File: src/shared/irq_pend_pkg.sv
/*
 * constants shared by the pending-flag bank and its cell: register offsets,
 * field positions, reset values and the map of implemented interrupt lines.
 * assumes a 32-bit software port with byte offsets on word boundaries.
 */
`default_nettype none

package irq_pend_pkg;

	localparam int unsigned NUM_IRQ = 64;
	localparam int unsigned DATA_W = 32;
	localparam int unsigned ADDR_W = 8;

	// register byte offsets
	localparam logic [7:0] OFS_PEND_CLEAR_LOW = 8'h00;
	localparam logic [7:0] OFS_PEND_CLEAR_MID = 8'h04;
	localparam logic [7:0] OFS_PEND_FORCE_LOW = 8'h08;
	localparam logic [7:0] OFS_PEND_FORCE_MID = 8'h0c;
	localparam logic [7:0] OFS_EVENT_STATUS = 8'h10;
	localparam logic [7:0] OFS_EVENT_MASK = 8'h14;

	// lines 56 and 57 do not exist; their bits in the mid word are write-as-zero
	localparam logic [63:0] IRQ_IMPL = 64'hfcff_ffff_ffff_ffff;
	localparam logic [31:0] MID_RSV_MASK = 32'h0300_0000;

	// event status / mask layout
	localparam int unsigned EV_W = 4;
	localparam int unsigned EV_CLEAR_REFUSED = 0;
	localparam int unsigned EV_RSV_WRITE = 1;
	localparam int unsigned EV_BAD_ADDR = 2;
	localparam int unsigned EV_NEW_PENDING = 3;

	// values after reset
	localparam logic PEND_RST = 1'b0;
	localparam logic [EV_W-1:0] EV_STATUS_RST = 4'h0;
	localparam logic [EV_W-1:0] EV_MASK_RST = 4'h0;
	localparam logic [31:0] RDATA_RST = 32'h0000_0000;

endpackage : irq_pend_pkg

`default_nettype wire

File: src/design/irq_pending_clear_bank.sv
/*
 * pending-state bank for interrupt lines 0..63 with clear and force views,
 * an event status/mask pair and one level interrupt output.
 * assumes a single-cycle strobe bus on mclk, read data one cycle later,
 * and enable / in-service levels supplied by the rest of the controller.
 */
// The implementer's own choices: the address map and strobed register access.
`default_nettype none

module irq_pending_clear_bank
	import irq_pend_pkg::*;
#(
	parameter int unsigned N_IRQ = NUM_IRQ
) (
	// clock and reset
	input wire logic mclk,
	input wire logic rst_n,
	// register port
	input wire logic [ADDR_W-1:0] addr,
	input wire logic [DATA_W-1:0] wdata,
	input wire logic wr_en,
	input wire logic rd_en,
	output logic [DATA_W-1:0] rdata_q,
	// interrupt lines from peripherals, one cycle high per event
	input wire logic [N_IRQ-1:0] irq_event,
	// per-line state from enable and active-state logic
	input wire logic [N_IRQ-1:0] irq_enabled,
	input wire logic [N_IRQ-1:0] irq_in_service,
	// pending state to the priority logic
	output logic [N_IRQ-1:0] pending_q,
	// block interrupt
	output logic irq_q
);

	// address decode
	logic hit_clear_low;
	logic hit_clear_mid;
	logic hit_force_low;
	logic hit_force_mid;
	logic hit_status;
	logic hit_mask;
	logic hit_any;

	always_comb begin
		hit_clear_low = 1'b0;
		hit_clear_mid = 1'b0;
		hit_force_low = 1'b0;
		hit_force_mid = 1'b0;
		hit_status = 1'b0;
		hit_mask = 1'b0;
		if (addr == OFS_PEND_CLEAR_LOW) begin
			hit_clear_low = 1'b1;
		end else if (addr == OFS_PEND_CLEAR_MID) begin
			hit_clear_mid = 1'b1;
		end else if (addr == OFS_PEND_FORCE_LOW) begin
			hit_force_low = 1'b1;
		end else if (addr == OFS_PEND_FORCE_MID) begin
			hit_force_mid = 1'b1;
		end else if (addr == OFS_EVENT_STATUS) begin
			hit_status = 1'b1;
		end else if (addr == OFS_EVENT_MASK) begin
			hit_mask = 1'b1;
		end
	end

	assign hit_any = hit_clear_low || hit_clear_mid || hit_force_low || hit_force_mid || hit_status || hit_mask;

	// per-line requests from software
	logic [N_IRQ-1:0] clear_vec;
	logic [N_IRQ-1:0] force_vec;
	logic [DATA_W-1:0] mid_wdata;

	// reserved bits dropped so a stray 1 there cannot reach lines 56/57
	assign mid_wdata = wdata & ~MID_RSV_MASK;

	always_comb begin
		clear_vec = '0;
		force_vec = '0;
		if (wr_en && hit_clear_low) begin
			clear_vec[31:0] = wdata;
		end
		if (wr_en && hit_clear_mid) begin
			clear_vec[63:32] = mid_wdata;
		end
		if (wr_en && hit_force_low) begin
			force_vec[31:0] = wdata;
		end
		if (wr_en && hit_force_mid) begin
			force_vec[63:32] = mid_wdata;
		end
	end

	// the flags themselves
	logic [N_IRQ-1:0] pend_now;
	logic [N_IRQ-1:0] refused_vec;

	genvar gi;
	generate
		for (gi = 0; gi < N_IRQ; gi++) begin : g_line
			pend_flag #(
				.IMPL(IRQ_IMPL[gi])
			) u_flag (
				.mclk(mclk),
				.rst_n(rst_n),
				.hw_set(irq_event[gi] && IRQ_IMPL[gi]),
				.force_set(force_vec[gi]),
				.clear_req(clear_vec[gi]),
				.enabled(irq_enabled[gi]),
				.in_service(irq_in_service[gi]),
				.pending(pend_now[gi]),
				.clear_refused(refused_vec[gi])
			);
		end
	endgenerate

	// mirrors the flags onto the output pins; one cycle behind pend_now
	always_ff @(posedge mclk or negedge rst_n) begin
		if (!rst_n) begin
			pending_q <= '0;
		end else begin
			pending_q <= pend_now;
		end
	end

	// events
	logic [EV_W-1:0] ev_set;
	logic [EV_W-1:0] ev_status_q;
	logic [EV_W-1:0] ev_mask_q;
	logic [N_IRQ-1:0] pend_prev_q;

	always_ff @(posedge mclk or negedge rst_n) begin
		if (!rst_n) begin
			pend_prev_q <= '0;
		end else begin
			pend_prev_q <= pend_now;
		end
	end

	always_comb begin
		ev_set = '0;
		ev_set[EV_CLEAR_REFUSED] = |refused_vec;
		ev_set[EV_RSV_WRITE] = wr_en && (hit_clear_mid || hit_force_mid) && |(wdata & MID_RSV_MASK);
		ev_set[EV_BAD_ADDR] = (wr_en || rd_en) && !hit_any;
		ev_set[EV_NEW_PENDING] = |(pend_now & ~pend_prev_q);
	end

	// write one clears; a new event in the same cycle keeps its bit
	always_ff @(posedge mclk or negedge rst_n) begin
		if (!rst_n) begin
			ev_status_q <= EV_STATUS_RST;
		end else if (wr_en && hit_status) begin
			ev_status_q <= (ev_status_q & ~wdata[EV_W-1:0]) | ev_set;
		end else begin
			ev_status_q <= ev_status_q | ev_set;
		end
	end

	always_ff @(posedge mclk or negedge rst_n) begin
		if (!rst_n) begin
			ev_mask_q <= EV_MASK_RST;
		end else if (wr_en && hit_mask) begin
			ev_mask_q <= wdata[EV_W-1:0];
		end
	end

	always_ff @(posedge mclk or negedge rst_n) begin
		if (!rst_n) begin
			irq_q <= 1'b0;
		end else begin
			irq_q <= |(ev_status_q & ev_mask_q);
		end
	end

	// read path: data stand for exactly the cycle after the strobe
	logic [DATA_W-1:0] rd_value;

	always_comb begin
		rd_value = '0;
		if (hit_clear_low || hit_force_low) begin
			rd_value = pend_now[31:0];
		end else if (hit_clear_mid || hit_force_mid) begin
			rd_value = pend_now[63:32] & ~MID_RSV_MASK;
		end else if (hit_status) begin
			rd_value[EV_W-1:0] = ev_status_q;
		end else if (hit_mask) begin
			rd_value[EV_W-1:0] = ev_mask_q;
		end
	end

	always_ff @(posedge mclk or negedge rst_n) begin
		if (!rst_n) begin
			rdata_q <= RDATA_RST;
		end else if (rd_en) begin
			rdata_q <= rd_value;
		end else begin
			rdata_q <= RDATA_RST;
		end
	end

endmodule // irq_pending_clear_bank

`default_nettype wire

File: src/design/pend_flag.sv
/*
 * one interrupt's pending flag, shared by the clear and force views.
 * assumes its requests are one-cycle strobes synchronous to mclk.
 */
`default_nettype none

module pend_flag
	import irq_pend_pkg::*;
#(
	parameter bit IMPL = 1'b1
) (
	// clock and reset
	input wire logic mclk,
	input wire logic rst_n,
	// requests
	input wire logic hw_set,
	input wire logic force_set,
	input wire logic clear_req,
	// line state from the rest of the controller
	input wire logic enabled,
	input wire logic in_service,
	// state
	output logic pending,
	output logic clear_refused
);

	logic pend_q;
	logic pend_d;
	logic do_force;
	logic do_clear;

	assign do_force = force_set && enabled && !pend_q;
	assign do_clear = clear_req && !in_service;

	always_comb begin
		pend_d = pend_q;
		if (do_clear) begin
			pend_d = 1'b0;
		end
		// a set in the same cycle as a clear wins (a force only on an enabled, idle flag), so no event is lost
		if (hw_set || do_force) begin
			pend_d = 1'b1;
		end
		if (!IMPL) begin
			pend_d = PEND_RST;
		end
	end

	always_ff @(posedge mclk or negedge rst_n) begin
		if (!rst_n) begin
			pend_q <= PEND_RST;
		end else begin
			pend_q <= pend_d;
		end
	end

	assign pending = pend_q;
	assign clear_refused = IMPL && clear_req && in_service && pend_q;

endmodule // pend_flag

`default_nettype wire

File: config.mk
export PLATFORM = sky130hd
export DESIGN_NAME = irq_pending_clear_bank
export DESIGN_NICKNAME = d
export VERILOG_FILES = /design/src/shared/irq_pend_pkg.sv /design/src/design/irq_pending_clear_bank.sv /design/src/design/pend_flag.sv
export SDC_FILE = /design/constraint.sdc
export NUM_CORES = 1
export LEC_CHECK = 0
export BUFFER_PORTS_ARGS = -buffer_cell sky130_fd_sc_hd__buf_2
export CORE_MARGIN = 4
export CORE_UTILIZATION = 48
export CTS_CLUSTER_SIZE = 25
export DETAILED_ROUTE_END_ITERATION = 10
export PLACE_DENSITY = 0.84
export SETUP_SLACK_MARGIN = 0.1
export SLEW_MARGIN = 5
export SYNTH_ARGS = -nofsm -noshare
export SYNTH_HDL_FRONTEND = slang
export SYNTH_SLANG_ARGS = --single-unit
export TNS_END_PERCENT = 100
File: constraint.sdc
create_clock -name mclk -period 3.39 [get_ports mclk]
set_input_delay 0.678 -clock mclk [delete_from_list [all_inputs] [get_ports mclk]]
set_output_delay 0.678 -clock mclk [all_outputs]
set_load 0.02 [all_outputs]
After elaboration in Yosys (flattened, before gate mapping)
Cells that the tools add are included.
Widths: inputs -> output; s select.
{ "classes": {"add_sub_neg": 0, "n_mul": 0, "n_div": 0, "n_lt_le_gt_ge": 0, "n_eq_ne": 5, "shifts": 0, "muxes": 156, "bitwise_logic": 7, "n_reduce_logical": 581} }
{ "ops": {"columns": ["op", "n"], "rows": [
  ["$logic_and 1x1->1", 319],
  ["$mux 32", 6],
  ["$mux 1", 145],
  ["$logic_not 1->1", 125],
  ["$reduce_bool 2->1", 62],
  ["$logic_or 1x1->1", 70],
  ["$and 64x64->64", 1],
  ["$not 64->64", 1],
  ["$reduce_or 64->1", 1],
  ["$reduce_or 62->1", 1],
  ["$mux 28", 1],
  ["$eq 8x4->1 const B", 2],
  ["$eq 8x5->1 const B", 2],
  ["$mux 4", 4],
  ["$and 4x4->4", 2],
  ["$eq 8x3->1 const B", 1],
  ["$logic_not 8->1", 1],
  ["$or 4x4->4", 2],
  ["$not 4->4", 1],
  ["$reduce_or 4->1", 1],
  ["$reduce_or 2->1", 1]
]} }
{ "totals": {"regBits": 165, "latch_bits": 0, "ram_bits": 0, "rom_bits": 0, "inputBits": 236, "output_inout_bits": 97, "word_cells": 816, "mem_count": 0} }

Longest topological paths before layout
Gate-level depths: netlist of run 1.
{ "logic_depth": {"word_depth": 12, "ltp_mapped": 9, "ltp_nobuf": 6} }

Modules after synthesis
Synthesis of run 1 repeated with hierarchy kept, for this count alone.
{ "unflattened": {"hier_cells": 766, "hier_area_um2": 8177.8} }
{ "by_module_without_submodules": {"columns": ["module", "instances", "cells_per_inst", "area_each_um2", "seq_area_each_um2"], "rows": [
  ["irq_pending_clear_bank", 1, 450, 4727.0, 2627.5],
  ["pend_flag at g_line[0].u_flag ...", 62, 5, 55.1, 25.0],
  ["pend_flag at g_line[56].u_flag ...", 2, 3, 18.8, 0.0]
]} }

Worst setup path before layout of run 1
OpenSTA, ideal clock, no wires.
{ "synth_path": {"path_type": "input -> register", "startpoint": "in addr[5]", "endpoint": "reg g_line[33].u_flag.pend_q", "setup_ns": 0.124, "arrival_ns": 2.328, "required_ns": 3.266, "slack_ns": 0.939, "cell_stages": 9, "n_path_buf": 3, "path_cell_list": "nor4_2 nand2_1 or2_1 buf_2 or3_1 buf_2 buf_6 and4bb_1 o21bai_1"} }
{ "synth_via": {"elab_chain_cells": 11, "elab_cells_between_ends": 20, "cone_classes": "eq/ne (3); mux (9); reduce/logical (8)"} }
{ "synth_rtl": {"columns": ["item", "line_no", "rtl"], "rows": [
  ["start: declaration", "irq_pending_clear_bank.sv:19", "input wire logic [ADDR_W-1:0] addr,"],
  ["$eq 8x4->1", "irq_pending_clear_bank.sv:57", "end else if (addr == OFS_PEND_FORCE_MID) begin"],
  ["$mux 1", "irq_pending_clear_bank.sv:57", null],
  ["$mux 1", "irq_pending_clear_bank.sv:55", "end else if (addr == OFS_PEND_FORCE_LOW) begin"],
  ["$mux 1", "irq_pending_clear_bank.sv:53", "end else if (addr == OFS_PEND_CLEAR_MID) begin"],
  ["$mux 1", "irq_pending_clear_bank.sv:51", "if (addr == OFS_PEND_CLEAR_LOW) begin"],
  ["$logic_and 1x1->1", "irq_pending_clear_bank.sv:88", "if (wr_en && hit_force_mid) begin"],
  ["$mux 32", "irq_pending_clear_bank.sv:88", null],
  ["$logic_and 1x1->1 (2 in series)", "pend_flag.sv:32", "assign do_force = force_set && enabled && !pend_q;"],
  ["$logic_or 1x1->1", "pend_flag.sv:41", "if (hw_set || do_force) begin"],
  ["$mux 1 or $reduce_bool 2->1 (tied branches)", null, null],
  ["end signal: assignment", "pend_flag.sv:53", "pend_q <= pend_d;"],
  ["end: declaration", "pend_flag.sv:27", "logic pend_q;"]
]} }
Several ways; a longest one is shown, not always the timed one.
A chain may end at the register's enable or synchronous reset.

Worst setup path in the final report of run 1
{ "layout_path": {"startpoint": "in addr[5]", "endpoint": "reg g_line[40].u_flag.pend_q"} }
{ "layout_via": {"elab_chain_cells": 11, "elab_cells_between_ends": 20, "cone_classes": "eq/ne (3); mux (9); reduce/logical (8)"} }
{ "layout_rtl": {"columns": ["item", "line_no"], "rows": [
  ["$eq 8x4->1", "irq_pending_clear_bank.sv:57"],
  ["$mux 1", "irq_pending_clear_bank.sv:57"],
  ["$mux 1", "irq_pending_clear_bank.sv:55"],
  ["$mux 1", "irq_pending_clear_bank.sv:53"],
  ["$mux 1", "irq_pending_clear_bank.sv:51"],
  ["$logic_and 1x1->1", "irq_pending_clear_bank.sv:88"],
  ["$mux 32", "irq_pending_clear_bank.sv:88"],
  ["$logic_and 1x1->1 (2 in series)", "pend_flag.sv:32"],
  ["$logic_or 1x1->1", "pend_flag.sv:41"],
  ["$mux 1 or $reduce_bool 2->1 (tied branches)", null],
  ["end signal: assignment", "pend_flag.sv:53"],
  ["end: declaration", "pend_flag.sv:27"]
]} }
Several ways; a longest one is shown, not always the timed one.

==> flow_summary.json, run 1 <==
{
  "leakage_nw": 5.09,
  "slew_viol_final": 0,
  "synth_cells": 666,
  "die_h_um": 132,
  "wire_per_inst_um": 23.9,
  "finalNetCount": 1237,
  "setup_tns_ns": 0,
  "outcome": "complete, no violations",
  "mostFrequentLayoutCells": "buf_2, dfrtp_1, inv_1, nand3_1, o21ai_0",
  "area_delta_synth_final_pct": 33.4,
  "dieArea_um2": 17400,
  "stdcell_area_um2": 9850,
  "regToRegSetupSlack_ns": 1.35,
  "synthDistinctLibCells": 42,
  "synth-warning-count": 0,
  "rsz0062_at_grt": "false",
  "timing.max_cap.violations": 0,
  "total_power_mw": 4.22,
  "min_period_over_period_pct": 71.4,
  "clk_latency_ns": 0.42,
  "cts_resized": 0,
  "skew_ns": 0.0103,
  "slowest_stage": "or3_1",
  "synthesis.area_um2": 7390,
  "fillers": 1204,
  "timing.hold.ws_ns": 0.297,
  "synth_top_cell_by_area": "dfrtp_1",
  "place_hpwl_um": 22200,
  "power_density_nw_per_um2": 428,
  "drc": 0,
  "worst_pin_slew_ns": 0.779,
  "mostFrequentLayoutCell": "buf_2",
  "seq_area_frac_synth_pct": 55.9,
  "boundaryPins": 333,
  "overflow": 0,
  "drtPass1Iterations": 5,
  "min_path_type": "in -> async",
  "final_antenna_net_count": 0,
  "slew_headroom_pct": 48.1,
  "cts_sinks": 165,
  "worst_setup_path_end_kind": "register",
  "crit_type": "in -> reg",
  "start_util_pct": 48.8,
  "cts_buffers": 17,
  "finalCriticalPeriod_ns": 2.42,
  "vias": 7367,
  "ys_async_sr_fraction_pct": 100,
  "final_core_utilization_pct": 65.0,
  "final-setup-viol-count": 0,
  "synth_flop_cell": "dfrtp_1",
  "grt_pass1_vias": 7479,
  "grt_pass1_wl_um": 43400,
  "track_usage_pct": 32.7,
  "cp-start-kind": "input port",
  "worst_ep_arrival_time_ns": 2.72,
  "routed_wl_um": 28800,
  "slowest_delay_ns": 0.42,
  "htreeDepth": 4,
  "antenna_found_initial": 3,
  "root_buffer": "clkbuf_16",
  "crit_chain": "buf_2 -> nor4_2 -> nand2_1 -> or2_1 -> or3_1 -> buf_4 -> nor4bb_1 -> o21bai_1",
  "drive_gt1_share_pct": 37.9,
  "finalWeightedCongestion": 0.954,
  "num_rows": 45,
  "syn_area_per_cell_um2": 11.1,
  "dpl-instance-area_um2": 9280,
  "synth_area_leaders": "dfrtp_1, a41oi_1, mux2i_1",
  "via_per_inst": 6.12,
  "required_ns": 3.69,
  "fp.dieW_um": 132,
  "netlist.area_leader.share_pct": 55.9,
  "critPathMaxFanout": 15,
  "placeableCoreArea_um2": 15100,
  "vdd_drop_max_mv": 0.335,
  "cts_setup_buffers": 0,
  "synth_edf_count": 0,
  "cts_tree": "done",
  "max_freq_mhz": 413,
  "portBuffers": 324,
  "grt_max_degree": 84,
  "hold_violations": 0,
  "cts_hold_buf": 0,
  "clkTransAtPathRegs_ns": 0.06,
  "synth_seq_cells": 165,
  "drt_iter0_markers": 579,
  "clockBufferDepth": 2
}
## synthesized netlist by cell type (2+ instances only)
cell	instances
dfrtp_1	165
inv_1	65
nand3_1	45
o21ai_0	39
a41oi_1	37
a31oi_1	36
nor2_1	35
mux2i_1	32
o22ai_1	29
o21bai_1	24
and3b_1	22
nor3b_1	17
and3_1	12
nand4_1	12
nor4b_2	12
and4b_1	9
clkbuf_1	9
nand2_1	8
nor3_1	7
nor4_1	7
buf_2	6
mux2_2	4
a21oi_1	3
a22oi_1	3
buf_1	3
o22a_1	3
a211o_1	2
a221o_1	2
and4bb_1	2
buf_4	2
buf_6	2
nor3_2	2
## flip-flops by register name, indices dropped and copies added (netlist names)
signal,count
ev_mask_q,4
ev_status_q,4
g_line.u_flag.pending,62
irq_q,1
pend_prev_q,62
rdata_q,32
## power breakdown
part | switching (mW) | leakage, nW | total, mW | internal, mW
logic | 0.210 | 3.17 | 0.375 | 0.165
registers | 0.00748 | 1.64 | 1.99 | 1.98
clock network | 0.766 | 0.274 | 1.86 | 1.09
## per-layer routing
| metal | GRT usage, % | up-vias | part of all wire, % | wire, um |
|---|---|---|---|---|
| met4 | 12.7 | 0 | 3.3 | 952 |
| met5 | 0 | - | 0 | 0 |
| met3 | 8.55 | 73 | 9.0 | 2600 |
| met1 | 41.5 | 3645 | 38 | 11100 |
| met2 | 53.7 | 460 | 49 | 14200 |
| li1 | - | 3189 | - | - |
## area by class of cell
cell class / count / area, um2 / area share (%)
repair buffers: 337 / 1750 / 17.8
diodes: 3 / 7.51 / 0.0762
well taps: 188 / 235 / 2.39
clock inverters: 6 / 68.8 / 0.699
inverters: 65 / 244 / 2.48
flip-flops and latches: 165 / 4130 / 41.9
multi-input cells: 415 / 2920 / 29.7
clock buffers: 25 / 495 / 5.03
## through the flow
stage	instances	setup WS [ns]
final	1204	0.970
after global placement	1170	0.594
after detailed placement	1170	0.549
after global routing	1203	0.863
after CTS	1201	0.991
after floorplan	667	0.939
## cells by family (layout without fill, tap and decap cells)
logic type | after synthesis | count (layout) | synth area share, %
and+or+nand+nor | 195 | 195 | 17.5
other | 1 | 5 | 0.0508
buffers and inverters | 87 | 433 | 4.83
AOI/OAI and AO/OA | 182 | 182 | 16.8
DFF | 165 | 165 | 55.9
muxes | 36 | 36 | 4.95
## worst paths after layout
kind	from	to	cells past startpoint
worst min-delay path	rst_n	rdata_q[12]$_DFF_PN0_	1
min in group mclk	g_line[24].u_flag.pending$_DFFE_PN0P_	pend_prev_q[24]$_DFF_PN0_	0
worst max register to register	g_line[42].u_flag.pending$_DFFE_PN0P_	ev_status_q[3]$_DFF_PN0_	6
max in group asynchronous	rst_n	g_line[54].u_flag.pending$_DFFE_PN0P_	2
worst max-delay path	addr[5]	g_line[40].u_flag.pending$_DFFE_PN0P_	8
worst min register to register	g_line[24].u_flag.pending$_DFFE_PN0P_	pend_prev_q[24]$_DFF_PN0_	0
## critical path: cells and delay by family
kind	cells	cell delay, ns
AOI/OAI and AO/OA	1	0.11
buffers and inverters	2	0.33
and+or+nand+nor	5	1.59
Note: power is estimated with default switching activity, not from simulation.
==> run 2, diff against run 1 <==
--- a/config.mk
+++ b/config.mk
@@ -7,10 +7,10 @@
 export LEC_CHECK = 0
 export BUFFER_PORTS_ARGS = -buffer_cell sky130_fd_sc_hd__buf_2
 export CORE_MARGIN = 4
-export CORE_UTILIZATION = 48
+export CORE_UTILIZATION = 43
 export CTS_CLUSTER_SIZE = 25
 export DETAILED_ROUTE_END_ITERATION = 10
-export PLACE_DENSITY = 0.84
+export PLACE_DENSITY = 0.8
 export SETUP_SLACK_MARGIN = 0.1
 export SLEW_MARGIN = 5
 export SYNTH_ARGS = -nofsm -noshare
==> constraint.sdc (replaced) <==
create_clock -name mclk -period 2.2 [get_ports mclk]
set_input_delay 0.44 -clock mclk [delete_from_list [all_inputs] [get_ports mclk]]
set_output_delay 0.44 -clock mclk [all_outputs]
set_load 0.02 [all_outputs]
==> run 2 against run 1 <==
Against the previous run: via count decreased by 0.22%; global-route usage is 3.2 points lower; flip-flop and latch count did not move; largest cell class unchanged.
==> flow_summary.json, run 2 (same netlist as run 1, synthesis figures left out) <==
{
  "power_density_nw_per_um2": 654,
  "outcome": "complete, no violations",
  "dp_slack_ns": -0.203,
  "cp-start-kind": "input port",
  "slew_viol_final": 0,
  "final-setup-viol-count": 0,
  "crit_family": "simple AND/OR/NAND/NOR gates",
  "overflow": 0,
  "drt_iter0_markers": 440,
  "cp_num_buf_inv": 2,
  "area_delta_synth_final_pct": 36.2,
  "final_antenna_net_count": 0,
  "antenna_found_initial": 3,
  "grt_max_degree": 52,
  "drive_gt1_share_pct": 39.6,
  "start_util_pct": 44.2,
  "track_usage_pct": 29.5,
  "regToRegSetupSlack_ns": 0.31,
  "via_per_inst": 5.88,
  "num_rows": 47,
  "boundaryPins": 333,
  "leakage_nw": 5.17,
  "crit_type": "in -> reg",
  "vdd_drop_max_mv": 0.533,
  "finalNetCount": 1251,
  "hp-start": "irq_event[17]",
  "die_h_um": 139,
  "startpoint": "addr[5]",
  "slew_headroom_pct": 63.7,
  "worst_ep_arrival_time_ns": 2.26,
  "fin_ws_ns": 0.242,
  "clkTransAtPathRegs_ns": 0.06,
  "max_freq_mhz": 511,
  "portBuffers": 324,
  "hold_violations": 0,
  "worst_setup_path_end_kind": "register",
  "r2r_start": "g_line[42].u_flag.pending$_DFFE_PN0P_",
  "cts_tree": "done",
  "clockBufferDepth": 2,
  "skew_ns": 0.00608,
  "slowest_delay_ns": 0.52,
  "finalWeightedCongestion": 0.942,
  "finalCriticalPeriod_ns": 1.96,
  "vias": 7351,
  "rsz0062_at_grt": "false",
  "routed_wl_um": 29200,
  "drtPass1Iterations": 7,
  "timing.max_cap.violations": 0,
  "fp.dieW_um": 139,
  "cts_buffers": 17,
  "worst_pin_slew_ns": 0.540,
  "dieArea_um2": 19300,
  "required_ns": 2.50,
  "placeableCoreArea_um2": 16700,
  "drc": 0,
  "final_core_utilization_pct": 60.2,
  "whs_endpoint": "g_line[17].u_flag.pending$_DFFE_PN0P_",
  "grt_pass1_wl_um": 43500,
  "mostFrequentLayoutCell": "buf_2",
  "clk_latency_ns": 0.42,
  "min_period_over_period_pct": 89.0,
  "crit_chain": "buf_2 -> nor4_4 -> nand2_1 -> or2_1 -> or3_2 -> buf_4 -> nor4b_2 -> o21bai_1",
  "mostFrequentLayoutCells": "buf_2, dfrtp_1, inv_1, nand3_1, a41oi_1",
  "grt_pass1_vias": 7336,
  "critPathMaxFanout": 9,
  "min_path_type": "in -> reg",
  "htreeDepth": 4,
  "hold_depth": 2,
  "reg2reg_to": "ev_status_q[3]$_DFF_PN0_",
  "ff2ff_path_depth": 7,
  "place_hpwl_um": 23100,
  "root_buffer": "clkbuf_16",
  "wire_per_inst_um": 23.4,
  "cts_sinks": 165,
  "slowest_stage": "or3_2"
}
[run 2: worst max path at each step]
stage | end | cells past startpoint
after floorplan | g_line[33].u_flag.pending$_DFFE_PN0P_ | 9
after global placement | g_line[38].u_flag.pending$_DFFE_PN0P_ | 8
after detailed placement | g_line[40].u_flag.pending$_DFFE_PN0P_ | 8
after CTS | g_line[40].u_flag.pending$_DFFE_PN0P_ | 8
after global routing | g_line[55].u_flag.pending$_DFFE_PN0P_ | 8
final | g_line[55].u_flag.pending$_DFFE_PN0P_ | 8
[run 2: worst register-to-register path, stage by stage, from the launching register on]
cell and delay (ns):
dfrtp_1 0.43, inv_1 0.11, o22ai_1 0.09, a221o_1 0.28, nor3_1 0.22, buf_4 0.16
nand4_1 0.16, a211o_1 0.33
[run 2: layout make-up]
type / count / area (um2)
fill: 1420 / 6650
sequential: 165 / 4130
multi-input combinational: 415 / 2960
timing repair buffer: 351 / 1860
clock buffer: 23 / 488
tap: 220 / 275
inverter: 65 / 244
clock inverter: 9 / 93.8
antenna: 2 / 5.00
[run 2: per-stage QoR]
stage               total power, mW  std cells  setup TNS, ns  hold WS (ns)  area (um2)
floorplan                      3.28        667              0         0.144        7430
global placement               3.70       1215          -2.41         0.382        9450
detailed placement             3.70       1215          -4.07         0.382        9450
CTS                            6.59       1248              0         0.195       10000
global route                   6.77       1250              0         0.202       10100
finish                         6.58       1250              0         0.205       10100
[run 2: per-layer routing]
metal	vias to the layer above	track usage, %	routed length [um]
met1	3632	39.5	11900
met4	2	9.01	795
li1	3225	-	-
met2	428	48.5	14200
met3	64	6.14	2290
met5	-	0	12
[run 2: report_power, final]
part / internal (mW) / leakage, nW / switching [mW]
Combinational: 0.264 / 3.25 / 0.329
Sequential: 3.05 / 1.64 / 0.0117
Clock: 1.69 / 0.280 / 1.23
Total: 5.00 / 5.17 / 1.57
[run 2: timing repair]
| action | in CTS | in global routing |
|---|---|---|
| resized for setup | 0 | 1 |
| setup endpoints to repair | 0 | 1 |
| endpoints found under the hold margin | 43 | 0 |
| setup buffers | 0 | 0 |
| hold buffers | 1 | 0 |
